==> src/rtl/pbac_pkg.sv <==
// Package for the power budget and ACS configuration register block.
// Assumes a 32-bit AXI4-Lite register bus with aligned word accesses.
package pbac_pkg;

  // Register byte offsets
  localparam logic [11:0] OFF_PB_HDR    = 12'h20C; // Budget cap header
  localparam logic [11:0] OFF_PB_SEL    = 12'h210; // Data select index
  localparam logic [11:0] OFF_PB_DATA   = 12'h214; // Budget data word
  localparam logic [11:0] OFF_PB_SYS    = 12'h218; // System allocated
  localparam logic [11:0] OFF_ACS_HDR   = 12'h220; // ACS cap header
  localparam logic [11:0] OFF_ACS_CTL   = 12'h224; // ACS cap and control
  localparam logic [11:0] OFF_EGR_VEC   = 12'h228; // Egress control vector

  // Capability header fields
  localparam logic [15:0] PB_CAP_ID     = 16'h0004;
  localparam logic [15:0] ACS_CAP_ID    = 16'h000D;
  localparam logic [3:0]  CAP_VERSION   = 4'h1;
  localparam logic [11:0] NEXT_UP       = 12'h230;
  localparam logic [11:0] NEXT_DN       = 12'h220;
  localparam logic [11:0] NEXT_END      = 12'h000;

  // Data select index values
  localparam logic [7:0]  SEL_D0_MAX    = 8'h00;
  localparam logic [7:0]  SEL_D0_SUST   = 8'h01;
  localparam logic [7:0]  SEL_RST       = 8'h00;

  // Budget data word field defaults
  localparam logic [7:0]  BASE_PWR_RST  = 8'h04;
  localparam logic [1:0]  SCALE_RST     = 2'h0;
  localparam logic [2:0]  SUBST_RST     = 3'h0;
  localparam logic [1:0]  PMST_RST      = 2'h0;
  localparam logic [2:0]  TYPE_RST      = 3'h7;
  localparam logic [2:0]  RAIL_RST      = 3'h2;
  localparam logic        SYSALLOC_RST  = 1'h0;

  // ACS capability fields
  localparam logic [6:0]  ACS_FEAT_CAP  = 7'h7F;
  localparam logic [7:0]  EGR_VEC_SIZE  = 8'h08;
  localparam logic [6:0]  ACS_EN_RST    = 7'h00;
  localparam logic [7:0]  EGR_VEC_RST   = 8'h00;
  localparam int          ACS_EGR_BIT   = 5;     // Egress enable position

  // AXI response codes
  localparam logic [1:0]  RESP_OKAY     = 2'h0;
  localparam logic [1:0]  RESP_SLVERR   = 2'h2;

  // Write channel capture states
  typedef enum logic [1:0] {
    WR_IDLE = 2'b00,
    WR_RESP = 2'b01
  } pbac_wr_state_t;

endpackage

==> src/rtl/pbac_regs.sv <==
// Power budget and ACS configuration registers for one switch port.
// Assumes an AXI4-Lite master, one write and one read in flight at most.
//
// Functional notes
// - Budget header ID reads 0004h, read-only
// - Every header reports version 1 in 19:16
// - Budget next pointer 230h up, 220h down
// - Eight-bit select resets zero; 0 max, 1 sustained
// - Other select values read all-zero data word
// - Base power bits 7:0 default 04h, loadable
// - Scale bits 9:8 reset to 00
// - Sub-state 12:10 and state 14:13 reset zero
// - Type field 17:15 resets to 111
// - Rail 20:18 resets 010; 31:21 reserved
// - System allocated flag bit 0, loadable, zero
// - ACS registers exist only on downstream ports
// - ACS header ID reads 000Dh, read-only
// - ACS next pointer reads zero
// - Capability bits 0..6 read one
// - Vector size field 15:8 reads 08h
// - Enables 16..22 read-write, reset zero
// - Egress vector bit blocks peer requests
`timescale 1ns/1ps
`default_nettype none

module pbac_regs
  import pbac_pkg::*;
(
  // Clock and reset
  input  wire  logic        aclk,
  input  wire  logic        aresetn,
  // Port role and default load
  input  wire  logic        is_downstream,
  input  wire  logic        load_valid,
  input  wire  logic [7:0]  load_base_power,
  input  wire  logic        load_sys_alloc,
  // AXI4-Lite write address
  input  wire  logic [11:0] s_axi_awaddr,
  input  wire  logic        s_axi_awvalid,
  output logic              s_axi_awready,
  // AXI4-Lite write data
  input  wire  logic [31:0] s_axi_wdata,
  input  wire  logic [3:0]  s_axi_wstrb,
  input  wire  logic        s_axi_wvalid,
  output logic              s_axi_wready,
  // AXI4-Lite write response
  output logic [1:0]        s_axi_bresp,
  output logic              s_axi_bvalid,
  input  wire  logic        s_axi_bready,
  // AXI4-Lite read address
  input  wire  logic [11:0] s_axi_araddr,
  input  wire  logic        s_axi_arvalid,
  output logic              s_axi_arready,
  // AXI4-Lite read data
  output logic [31:0]       s_axi_rdata,
  output logic [1:0]        s_axi_rresp,
  output logic              s_axi_rvalid,
  input  wire  logic        s_axi_rready,
  // Peer routing control
  input  wire  logic [2:0]  p2p_target_port,
  output logic [6:0]        acs_enable,
  output logic              p2p_block
);

  ////////////////////////////////////////////////////////////////////////////
  // Stored state
  logic [7:0]     data_sel;      // Budget data index
  logic [7:0]     base_power;    // Loadable base power
  logic           sys_alloc;     // Loadable allocation flag
  logic [6:0]     acs_en;        // ACS feature enables
  logic [7:0]     egr_vec;       // Egress control vector
  logic           aw_held;       // Write address captured
  logic           w_held;        // Write data captured
  logic [11:0]    aw_addr;       // Captured write address
  logic [31:0]    w_data;        // Captured write data
  logic [3:0]     w_strb;        // Captured byte enables
  pbac_wr_state_t wr_state;      // Write response phase
  logic           wr_go;         // Both halves present

  ////////////////////////////////////////////////////////////////////////////
  // Write channel: take address and data in either order
  assign s_axi_awready = (wr_state == WR_IDLE) && !aw_held;
  assign s_axi_wready  = (wr_state == WR_IDLE) && !w_held;
  assign wr_go         = (wr_state == WR_IDLE) && aw_held && w_held;

  // Capture address and data halves
  always_ff @(posedge aclk) begin
    if (!aresetn) begin
      aw_held <= 1'b0;
      w_held  <= 1'b0;
      aw_addr <= 12'h000;
      w_data  <= 32'h0000_0000;
      w_strb  <= 4'h0;
    end else begin
      if (s_axi_awvalid && s_axi_awready) begin
        aw_held <= 1'b1;
        aw_addr <= s_axi_awaddr;
      end else if (wr_go) begin
        aw_held <= 1'b0;
      end
      if (s_axi_wvalid && s_axi_wready) begin
        w_held <= 1'b1;
        w_data <= s_axi_wdata;
        w_strb <= s_axi_wstrb;
      end else if (wr_go) begin
        w_held <= 1'b0;
      end
    end
  end

  // Decode for the committing write
  logic wr_map_ok;
  always_comb begin
    unique case (aw_addr)
      OFF_PB_HDR, OFF_PB_SEL, OFF_PB_DATA, OFF_PB_SYS: wr_map_ok = 1'b1;
      OFF_ACS_HDR, OFF_ACS_CTL, OFF_EGR_VEC: wr_map_ok = is_downstream;
      default: wr_map_ok = 1'b0;
    endcase
  end

  // Response phase
  always_ff @(posedge aclk) begin
    if (!aresetn) begin
      wr_state    <= WR_IDLE;
      s_axi_bresp <= RESP_OKAY;
    end else begin
      unique case (wr_state)
        WR_IDLE: begin
          if (wr_go) begin
            wr_state    <= WR_RESP;
            s_axi_bresp <= wr_map_ok ? RESP_OKAY : RESP_SLVERR;
          end
        end
        WR_RESP: begin
          if (s_axi_bready) begin
            wr_state <= WR_IDLE;
          end
        end
        default: wr_state <= WR_IDLE;
      endcase
    end
  end
  assign s_axi_bvalid = (wr_state == WR_RESP);

  ////////////////////////////////////////////////////////////////////////////
  // Writable fields; read-only and reserved bits are never stored
  always_ff @(posedge aclk) begin
    if (!aresetn) begin
      data_sel <= SEL_RST;
      acs_en   <= ACS_EN_RST;
      egr_vec  <= EGR_VEC_RST;
    end else if (wr_go) begin
      // Only low byte of select is writable
      if (aw_addr == OFF_PB_SEL && w_strb[0]) begin
        data_sel <= w_data[7:0];
      end
      // ACS writes land only on downstream ports
      if (is_downstream && aw_addr == OFF_ACS_CTL) begin
        if (w_strb[2]) begin
          acs_en <= w_data[22:16];
        end
      end
      if (is_downstream && aw_addr == OFF_EGR_VEC && w_strb[0]) begin
        egr_vec <= w_data[7:0];
      end
    end
  end

  // Defaults loaded after reset by the configuration loader
  always_ff @(posedge aclk) begin
    if (!aresetn) begin
      base_power <= BASE_PWR_RST;
      sys_alloc  <= SYSALLOC_RST;
    end else if (load_valid) begin
      base_power <= load_base_power;
      sys_alloc  <= load_sys_alloc;
    end
  end

  ////////////////////////////////////////////////////////////////////////////
  // Read value mux, combinational so a fresh select shows at once
  logic [31:0] budget_word;
  logic [31:0] rd_value;
  logic        rd_map_ok;

  // Budget word; unsupported index returns zero
  always_comb begin
    if (data_sel == SEL_D0_MAX || data_sel == SEL_D0_SUST) begin
      budget_word = {11'h000, RAIL_RST, TYPE_RST, PMST_RST,
                     SUBST_RST, SCALE_RST, base_power};
    end else begin
      budget_word = 32'h0000_0000;
    end
  end

  // Address decode for reads
  always_comb begin
    rd_value  = 32'h0000_0000;
    rd_map_ok = 1'b1;
    unique case (s_axi_araddr)
      OFF_PB_HDR: begin
        rd_value = {(is_downstream ? NEXT_DN : NEXT_UP),
                    CAP_VERSION, PB_CAP_ID};
      end
      OFF_PB_SEL:  rd_value = {24'h000000, data_sel};
      OFF_PB_DATA: rd_value = budget_word;
      OFF_PB_SYS:  rd_value = {31'h0000_0000, sys_alloc};
      OFF_ACS_HDR: begin
        rd_map_ok = is_downstream;
        if (is_downstream) begin
          rd_value = {NEXT_END, CAP_VERSION, ACS_CAP_ID};
        end
      end
      OFF_ACS_CTL: begin
        rd_map_ok = is_downstream;
        if (is_downstream) begin
          rd_value = {9'h000, acs_en, EGR_VEC_SIZE,
                      1'b0, ACS_FEAT_CAP};
        end
      end
      OFF_EGR_VEC: begin
        rd_map_ok = is_downstream;
        if (is_downstream) begin
          rd_value = {24'h000000, egr_vec};
        end
      end
      default: rd_map_ok = 1'b0;
    endcase
  end

  ////////////////////////////////////////////////////////////////////////////
  // Read channel: one-cycle answer, held until taken
  assign s_axi_arready = !s_axi_rvalid;

  always_ff @(posedge aclk) begin
    if (!aresetn) begin
      s_axi_rvalid <= 1'b0;
      s_axi_rdata  <= 32'h0000_0000;
      s_axi_rresp  <= RESP_OKAY;
    end else if (s_axi_arvalid && s_axi_arready) begin
      s_axi_rvalid <= 1'b1;
      s_axi_rdata  <= rd_value;
      s_axi_rresp  <= rd_map_ok ? RESP_OKAY : RESP_SLVERR;
    end else if (s_axi_rready) begin
      s_axi_rvalid <= 1'b0;
    end
  end

  ////////////////////////////////////////////////////////////////////////////
  // Routing controls seen by the switch fabric
  assign acs_enable = is_downstream ? acs_en : ACS_EN_RST;
  // Blocking applies only while egress control is enabled
  assign p2p_block  = is_downstream && acs_en[ACS_EGR_BIT]
                      && egr_vec[p2p_target_port];
endmodule

`default_nettype wire

==> config.mk <==
export PLATFORM = sky130hd
export DESIGN_NAME = pbac_regs
export DESIGN_NICKNAME = d
export VERILOG_FILES = /design/src/rtl/pbac_pkg.sv /design/src/rtl/pbac_regs.sv
export SDC_FILE = /design/constraint.sdc
export NUM_CORES = 1
export LEC_CHECK = 0
export BUFFER_PORTS_ARGS = -buffer_cell sky130_fd_sc_hd__buf_2
export CAP_MARGIN = 20
export CORE_ASPECT_RATIO = 0.7
export CORE_UTILIZATION = 45
export CTS_CLUSTER_SIZE = 40
export DETAILED_ROUTE_END_ITERATION = 8
export GPL_TIMING_DRIVEN = 0
export PLACE_DENSITY = 0.85
export SYNTH_ARGS = -nofsm -noshare
export SYNTH_HDL_FRONTEND = slang
export SYNTH_SLANG_ARGS = --single-unit
==> constraint.sdc <==
create_clock -name aclk -period 1.7 [get_ports aclk]
set_clock_uncertainty 0.05 [all_clocks]
set_input_delay 0.085 -clock aclk [delete_from_list [all_inputs] [get_ports aclk]]
set_output_delay 0.085 -clock aclk [all_outputs]
set_load 0.02 [all_outputs]
# --- Yosys cells after proc, flatten, opt, wreduce, memory -nomap -nowiden ---
# Index checks and enable logic that the tools add are counted.
classes:
  order_cmp: 1
  n_eq_ne: 18
  mux: 21
  reduce_logical: 31
op_table:
  columns: ["op", "n"]
  rows:
  - ["$pmux 32 s7", 1]
  - ["$eq 12x10->1 const B", 14]
  - ["$mux 23", 1]
  - ["$mux 20", 1]
  - ["$mux 17", 1]
  - ["$logic_and 1x1->1", 13]
  - ["$eq 8x1->1 const B", 1]
  - ["$logic_not 8->1", 1]
  - ["$mux 2", 4]
  - ["$mux 8", 1]
  - ["$reduce_and 2->1", 4]
  - ["$reduce_or 4->1", 2]
  - ["$mux 7", 1]
  - ["$mux 1", 6]
  - ["$reduce_bool 2->1", 3]
  - ["$reduce_or 3->1", 2]
  - ["$mux 5", 1]
  - ["$lt 3x4->1 const B", 1]
  - ["$pmux 1 s2", 2]
  - ["$pmux 2 s2", 1]
  - ["$bmux 1 s3", 1]
  - ["$logic_not 1->1", 3]
  - ["$reduce_and 3->1", 1]
  - ["$eq 2x1->1 const B", 1]
  - ["other kinds (4)", 4]
word_totals:
  regBits: 111
  inputBits: 81
  wordCells: 86

# --- Logic depth before layout (Yosys ltp) ---
# Gate-level depths: netlist of the first run.
depth:
  depth_word: 5
  ltp_mapped: 7

# --- Worst setup path before layout of the first run ---
# No wires, ideal clock.
synth_timing:
  path_type: "register to register"
  from: "register wr_state[0]"
  to: "register acs_en[0]"
  setup_ps: 116
  arrival_ps: 1752
  slack_ps: -218
  stages_incl_launch_ff: 6
  period_less_slack_ps: 1918
  path_cell_list: "dfxtp_1 -> nand3b_1 -> or4b_2 -> clkbuf_1 -> mux2i_1 -> nor2b_1"
synth_via:
  elab_chain_cells: 4
synth_lines:
  columns: ["item", "line", "text"]
  rows:
  - ["from (decl)", "pbac_regs.sv:77", "pbac_wr_state_t wr_state;"]
  - ["from (signal assigned)", "pbac_regs.sv:124", "wr_state <= WR_IDLE;"]
  - ["from (signal assigned)", "pbac_regs.sv:130", "wr_state <= WR_RESP;"]
  - ["from (signal assigned)", "pbac_regs.sv:136", "wr_state <= WR_IDLE;"]
  - ["$logic_not 2->1", "pbac_regs.sv:84", "assign wr_go = (wr_state == WR_IDLE) && aw_held && w_held;"]
  - ["$logic_and 1x1->1 (2 in a row)", "pbac_regs.sv:84", null]
  - ["$reduce_and 3->1 (no source line)", null, null]
  - ["to (signal assigned)", "pbac_regs.sv:160", "acs_en <= w_data[22:16];"]
  - ["to (decl)", "pbac_regs.sv:70", "logic [6:0] acs_en;"]
# No other way between the ends.
# A chain may end at the register's enable or synchronous reset.

# --- Final worst setup path of the first run ---
layout_timing:
  from: "register wr_state[0]"
  to: "register egr_vec[2]"
layout_via:
  elab_chain_cells: 4
layout_lines:
  columns: ["item", "line", "text"]
  rows:
  - ["$logic_not 2->1", "pbac_regs.sv:84", null]
  - ["$logic_and 1x1->1 (2 in a row)", "pbac_regs.sv:84", null]
  - ["$reduce_and 2->1 (no source line)", null, null]
  - ["to (signal assigned)", "pbac_regs.sv:164", "egr_vec <= w_data[7:0];"]
  - ["to (decl)", "pbac_regs.sv:71", "logic [7:0] egr_vec;"]
# No other way between the ends.

==> flow_summary.json, run 1 <==
{
  "yosysSeqAreaShare_pct": 44.29,
  "grt_pass1_wl_um": 19340,
  "fp.dieArea_mm2": 0.009021,
  "area_delta_synth_final_pct": 42.81,
  "drc": 1,
  "cts_root_buf": "clkbuf_16",
  "htreeDepth": 3,
  "worstMarginPinSlew_ns": 0.7301,
  "worst_ir_drop_vdd_mv": 0.4925,
  "grtUsageTotal_pct": 28.15,
  "slew_headroom_pct": 51.33,
  "synth_ff_type": "dfxtp_1",
  "min_path_cells": 4,
  "clock-sinks": 86,
  "via_count": 4033,
  "slowest_delay_ns": 0.74,
  "rsz0062_at_grt": "yes",
  "critPathMaxFanout": 8,
  "grt_max_degree": 14,
  "netlist_instances": 431,
  "final_util_pct": 68.47,
  "core_region_area_mm2": 0.008108,
  "hold_violations": 0,
  "fmax_mhz": 539.2,
  "async_flop_share_pct": 0,
  "row_count": 27,
  "routedWlPerCell_um": 18.06,
  "clk_pin_slew_ns": 0.06,
  "clock_path_buffers": 2,
  "status": "finished, violations left",
  "crit_cells": 4,
  "path_cells": "nand3b_1 > or4_4 > mux2i_2 > nor2b_1",
  "critical_path_class": "register to register",
  "io_pins": 130,
  "timing.final.ws_setup_ns": -0.1546,
  "synth_edf_count": 0,
  "yosys-top-cells-area": "dfxtp_1 44%, mux2i_1 8.8%, nand2_1 8.4%, a21boi_0 6.8%, nor2b_1 5.8%",
  "avgSynthCellArea_um2": 9.020,
  "gp_congestion": 0.9326,
  "synth_top_area_cell": "dfxtp_1",
  "fin_crit_ns": 1.855,
  "drt_first_pass_iters": 7,
  "fp.dieH_um": 79.77,
  "drtAntennaViolNets": 0,
  "crit_required_ns": 1.87,
  "numCtsBuffers": 9,
  "drive_gt1_share_pct": 32.78,
  "hpwl_um": 8037,
  "arrival_ns": 2.03,
  "critical_path.top_delay_family": "simple AND/OR/NAND/NOR gates",
  "insertion_delay_ns": 0.34,
  "diodes": 0,
  "vias_per_cell": 5.721,
  "yosys_warnings": 0,
  "placed_cell_area_mm2": 0.004569,
  "power_leakage_nw": 2.430,
  "drv_slew": 0,
  "wl_um": 12740,
  "max-cap-violations": 0,
  "start_kind": "register",
  "yosys.cell_types.count": 49,
  "hold_class": "input port to register",
  "start_util_pct": 47.95,
  "setup_viol": 39,
  "placement.io_buffers": 95,
  "antenna_found_initial": 0,
  "first_global_vias": 3833,
  "drt_iter0_drc": 368,
  "violations": "design-rule violations, negative setup slack",
  "grt-ovfl-total": 0,
  "end_kind": "register",
  "cpMaxStageDelayCell": "or4_4",
  "cts_tree": "yes",
  "fin_nets": 681,
  "netlist.area_leader.share_pct": 44.29,
  "p_per_area_mw_per_mm2": 823.4,
  "path_buf_inv": 0,
  "syn-cell-area_mm2": 0.003887,
  "r2r_cells": 4,
  "synth_seq_cells": 86,
  "fp.dieW_um": 113.1,
  "min_period_over_period_pct": 109.1,
  "final_cell_area_mm2": 0.005552
}
-- worst reg2reg max path, stage by stage (launching register included) --
cell and delay (ns):
dfxtp_4 0.35, nand3b_1 0.30, or4_4 0.74, mux2i_2 0.24, nor2b_1 0.06
-- kinds of logic (layout without fill, tap and decap cells) --
| kind of cell | Yosys count | count (layout) | synth area share (%) |
|---|---|---|---|
| mux | 36 | 36 | 9.913 |
| xor+xnor | 2 | 2 | 0.4507 |
| simple gates | 180 | 180 | 23.43 |
| other cells | 1 | 14 | 0.09646 |
| compound gates | 83 | 83 | 15.93 |
| flops | 86 | 86 | 44.29 |
| buf+inv | 43 | 203 | 5.890 |
-- layer usage --
layer / wire length [um] / share of wire [%] / vias up / GRT usage [%]
li1: - / - / 1792 / -
met1: 5202 / 41 / 1910 / 35.24
met2: 5763 / 45 / 271 / 44.48
met3: 1304 / 10 / 60 / 8.125
met4: 465 / 3.7 / 0 / 14.21
met5: 0 / 0 / - / 0
-- metrics by stage --
| stage | std cells | hold slack (ns) | worst slack [ns] | TNS (ns) | power, mW |
|---|---|---|---|---|---|
| floorplan | 444 | 0.1634 | -0.03172 | -0.2295 | 2.453 |
| global placement | 640 | 0.2605 | -0.4571 | -8.888 | 2.610 |
| detailed placement | 640 | 0.2693 | -0.6042 | -13.14 | 2.633 |
| CTS | 709 | 0.07163 | -0.1010 | -1.464 | 4.517 |
| global route | 705 | 0.1388 | -0.1961 | -4.029 | 4.723 |
| finish | 705 | 0.1021 | -0.1546 | -2.819 | 4.571 |
-- cell usage after synthesis (2+ instances only) --
cell,n
a32oi_1,4
a21boi_0,35
xor2_1,2
nor4b_1,2
a22o_1,4
a31oi_1,3
o21ai_0,10
mux4_2,2
nor4_1,3
nand2_1,87
mux2i_1,34
o22ai_1,2
nor3b_1,2
nand3_1,3
inv_1,5
dfxtp_1,86
o211a_1,2
nor2_1,11
or4_1,2
nand2b_1,5
clkbuf_1,21
a21oi_1,9
nor3_1,4
nand3b_1,2
a22oi_1,2
a221oi_1,3
buf_4,16
nor2b_1,36
and2_1,14
-- path summary, 6_finish.rpt --
| kind | startpoint | endpoint | slack, ns |
|---|---|---|---|
| setup reg to reg | wr_state[0]$_SDFFE_PN0P_ | egr_vec[2]$_SDFFE_PN0P_ | -0.15 |
| hold / removal | s_axi_araddr[11] | s_axi_rdata[25]$_SDFFE_PN0P_ | 0.10 |
| setup / recovery | wr_state[0]$_SDFFE_PN0P_ | egr_vec[2]$_SDFFE_PN0P_ | -0.15 |
| hold reg to reg | s_axi_rdata[17]$_SDFFE_PN0P_ | s_axi_rdata[17]$_SDFFE_PN0P_ | 0.42 |
-- flip-flops by register name, indices dropped and copies added, names as in the netlist --
| name | cells |
|---|---|
| w_data | 15 |
| s_axi_rdata | 19 |
| s_axi_rresp | 1 |
| wr_state | 1 |
| s_axi_rvalid | 1 |
| egr_vec | 8 |
| w_held | 1 |
| sys_alloc | 1 |
| aw_addr | 12 |
| acs_en | 7 |
| data_sel | 8 |
| base_power | 8 |
| s_axi_bresp | 1 |
| w_strb | 2 |
| aw_held | 1 |
-- cells in the final DEF, fill, tap and decap left out, drive strengths merged, types with 4 or more instances in the layout --
master	synthesis	final
conb	1	14
a22o	4	4
dlygate4sd3	0	41
nand2b	5	5
o21ai	10	10
a21oi	10	10
a32oi	4	4
dfxtp	86	86
a21boi	35	35
mux2i	34	34
nor3	4	4
clkbuf	21	25
nor2	11	11
inv	5	5
buf	17	128
nor2b	36	36
nand2	87	87
and2	14	14
-- final cells by class --
cell class / count / area [um2]
buffer: 31 / 186.4
clock inverter: 4 / 22.52
tap: 101 / 126.4
inverter: 5 / 18.77
fill: 586 / 2556
timing repair buffer: 152 / 1040
sequential: 86 / 1738
clock buffer: 11 / 252.7
multi-input combinational: 315 / 2167
-- power by group --
| part | switching [mW] | internal (mW) |
|---|---|---|
| logic | 0.319 | 0.277 |
| registers | 0.0616 | 2.08 |
| clock network | 0.776 | 1.05 |
| total | 1.16 | 3.41 |
-- what timing repair did --
action                     4_1_cts  5_1_grt
cloned                           0        1
pin swaps                        4       13
resized for setup               22       46
hold buffers                    41        0
setup buffers                   15        5
hold endpoints to repair        40        0
setup endpoints to repair       46       56
Note: power is estimated with default switching activity, not from simulation.
==> run 2, diff against run 1 <==
==> constraint.sdc (replaced) <==
create_clock -name aclk -period 1.7 [get_ports aclk]
set_clock_uncertainty 0.05 [all_clocks]
set_input_delay 0.34 -clock aclk [delete_from_list [all_inputs] [get_ports aclk]]
set_output_delay 0.34 -clock aclk [all_outputs]
set_load 0.02 [all_outputs]
==> run 2 against run 1 <==
Compared with the run above: the run ends with negative setup slack left; final cell count is 5.0% lower; combinational power shrank 17%; clock power up 9%; setup slack worse by 0.11 ns; flip-flop and latch count stayed put; first-iteration DRC count down 18%; register-to-register slack gained 0.03 ns; die area is the same; via count decreased by 9.1%; core utilization is 4.4 points lower; count of clock-buffer cells in the layout increased by 1; global-route usage decreased by 2.6 points; largest cell class unchanged.
==> flow_summary.json, run 2 (synthesized netlist as in run 1, its figures left out) <==
{
  "routedWlPerCell_um": 16.99,
  "largestRegisters": "s_axi_rdata (19), w_data (15), aw_addr (12)",
  "via_count": 3667,
  "fin_nets": 645,
  "r2r-start": "wr_state[0]$_SDFFE_PN0P_",
  "start_kind": "register",
  "path_cells": "mux4_2 > mux2i_2 > nor2b_1 > buf_4",
  "drt_first_pass_iters": 5,
  "final_cell_area_mm2": 0.005194,
  "violations": "negative setup slack",
  "timing.final.ws_setup_ns": -0.2643,
  "power_frac_seq_pct": 46.3,
  "drive_gt1_share_pct": 35.15,
  "drc": 0,
  "diodes": 0,
  "fillerInstances": 663,
  "grt-ovfl-total": 0,
  "seq_area_mm2": 0.001738,
  "end_kind": "output pin",
  "placed_cell_area_mm2": 0.004577,
  "max-cap-violations": 0,
  "crit_required_ns": 1.31,
  "fin_crit_ns": 1.964,
  "insertion_delay_ns": 0.34,
  "pwr-share-comb_pct": 10.6,
  "power_leakage_nw": 2.319,
  "r2r_cells": 4,
  "worstSetupStartpoint": "egr_vec[3]$_SDFFE_PN0P_",
  "arrival_ns": 1.57,
  "start_util_pct": 47.95,
  "crit_cells": 4,
  "p_int_mw": 3.506,
  "final_common_cell": "buf_2",
  "setup_viol": 41,
  "core_region_area_mm2": 0.008108,
  "critical_path_class": "register to output pin",
  "finalPower_mw": 4.625,
  "crit_path_end": "p2p_block",
  "slew_headroom_pct": 49.25,
  "fp.dieH_um": 79.77,
  "status": "finished, violations left",
  "p_per_area_mw_per_mm2": 890.5,
  "cts_hold_buf": 0,
  "placement.io_buffers": 95,
  "power.switching_mw": 1.120,
  "clock-sinks": 86,
  "drt_iter0_drc": 302,
  "area_delta_synth_final_pct": 33.60,
  "grt_max_degree": 14,
  "fp.dieW_um": 113.1,
  "first_global_vias": 3515,
  "fmax_mhz": 509.1,
  "slowest_delay_ns": 0.47,
  "critPathMaxFanout": 2,
  "drtAntennaViolNets": 0,
  "layout_common_cells": "93 x buf_2, 86 x nand2_1, 75 x dfxtp_1",
  "grtUsageTotal_pct": 25.59,
  "hold_violations": 0,
  "p_clk_share_pct": 43.1,
  "gp_congestion": 0.9544,
  "clk_pin_slew_ns": 0.06,
  "critical_path.top_delay_family": "multiplexers",
  "path_buf_inv": 1,
  "p_sw_share_pct": 24.21,
  "hpwl_um": 8073,
  "hold_class": "input port to register",
  "worstMarginPinSlew_ns": 0.7613,
  "fp.dieArea_mm2": 0.009021,
  "row_count": 27,
  "cpMaxStageDelayCell": "mux4_2",
  "numCtsBuffers": 9,
  "io_pins": 130,
  "worst_ir_drop_vdd_mv": 0.4027,
  "drv_slew": 0,
  "grt_pass1_wl_um": 17510,
  "top_register": "s_axi_rdata",
  "min_period_over_period_pct": 115.5,
  "cts_tree": "yes",
  "largest_reg_flops": 19,
  "multi_input_area_mm2": 0.002155,
  "worstReg2RegEnd": "data_sel[2]$_SDFFE_PN0P_",
  "clock_path_buffers": 2,
  "antenna_found_initial": 0,
  "rrSetupSlack_ns": -0.12,
  "cts_root_buf": "clkbuf_16",
  "wl_um": 11390,
  "rsz0062_at_grt": "yes",
  "htreeDepth": 3,
  "vias_per_cell": 5.473
}
==> run 2: metal layers <==
metal | share of wire (%) | GRT usage [%] | up-vias
li1 | - | - | 1722
met1 | 42 | 30.93 | 1723
met2 | 46 | 43.01 | 195
met3 | 9.3 | 8.428 | 27
met4 | 2.4 | 8.684 | 0
met5 | 0 | 0 | -
==> run 2: power by group through the flow <==
| stage | combinational (mW) | clock [mW] | sequential [mW] |
|---|---|---|---|
| after floorplan | 0.283 | 0 | 2.17 |
| after global placement | 0.436 | 0 | 2.17 |
| after detailed placement | 0.454 | 0 | 2.18 |
| after CTS | 0.477 | 2.00 | 2.14 |
| after global routing | 0.533 | 2.09 | 2.15 |
| final | 0.491 | 1.99 | 2.14 |
==> run 2: how the worst min path moves through the flow <==
stage / startpoint / to / slack [ns] / cells past startpoint
floorplan: aw_addr[9]$_SDFFE_PN0P_ / aw_addr[9]$_SDFFE_PN0P_ / 0.39 / 2
CTS: load_base_power[2] / base_power[2]$_SDFFE_PN1P_ / 0.18 / 3
detailed placement: s_axi_rdata[16]$_SDFFE_PN0P_ / s_axi_rdata[16]$_SDFFE_PN0P_ / 0.41 / 2
global placement: s_axi_rdata[19]$_SDFFE_PN0P_ / s_axi_rdata[19]$_SDFFE_PN0P_ / 0.38 / 2
global route: load_base_power[2] / base_power[2]$_SDFFE_PN1P_ / 0.18 / 3
finish: load_base_power[2] / base_power[2]$_SDFFE_PN1P_ / 0.18 / 3
==> run 2: area by class of cell <==
type | count | area share (%)
Multi-Input combinational cell | 315 | 41.48
Sequential cell | 86 | 33.46
Timing Repair Buffer | 115 | 12.60
Clock buffer | 12 | 4.939
Buffer | 32 | 3.854
Tap cell | 101 | 2.433
Clock inverter | 4 | 0.8673
Inverter | 5 | 0.3614
==> run 2: repair_timing <==
action	in CTS	in global routing
cloned	1	0
pin swaps	14	8
setup buffers	12	7
gates resized for setup	45	17
setup endpoints to repair	54	60
==> run 2: stage by stage <==
stage	util, %	std cells	setup TNS (ns)	hold WS [ns]	worst slack (ns)
finish	64.06	670	-4.246	0.1827	-0.2643
global placement	56.45	640	-13.36	0.3847	-0.7032
floorplan	-	444	-4.066	0.3885	-0.2819
global route	64.06	670	-6.776	0.1836	-0.2900
detailed placement	56.45	640	-16.54	0.4061	-0.7756
CTS	63.07	668	-3.785	0.1775	-0.2617
==> run 2: worst register-to-register path, cell delays in order (launching register included) <==
cell,delay [ns]
dfxtp_4,0.35
nand3b_1,0.27
or4_4,0.71
mux2i_1,0.26
nor2b_1,0.07
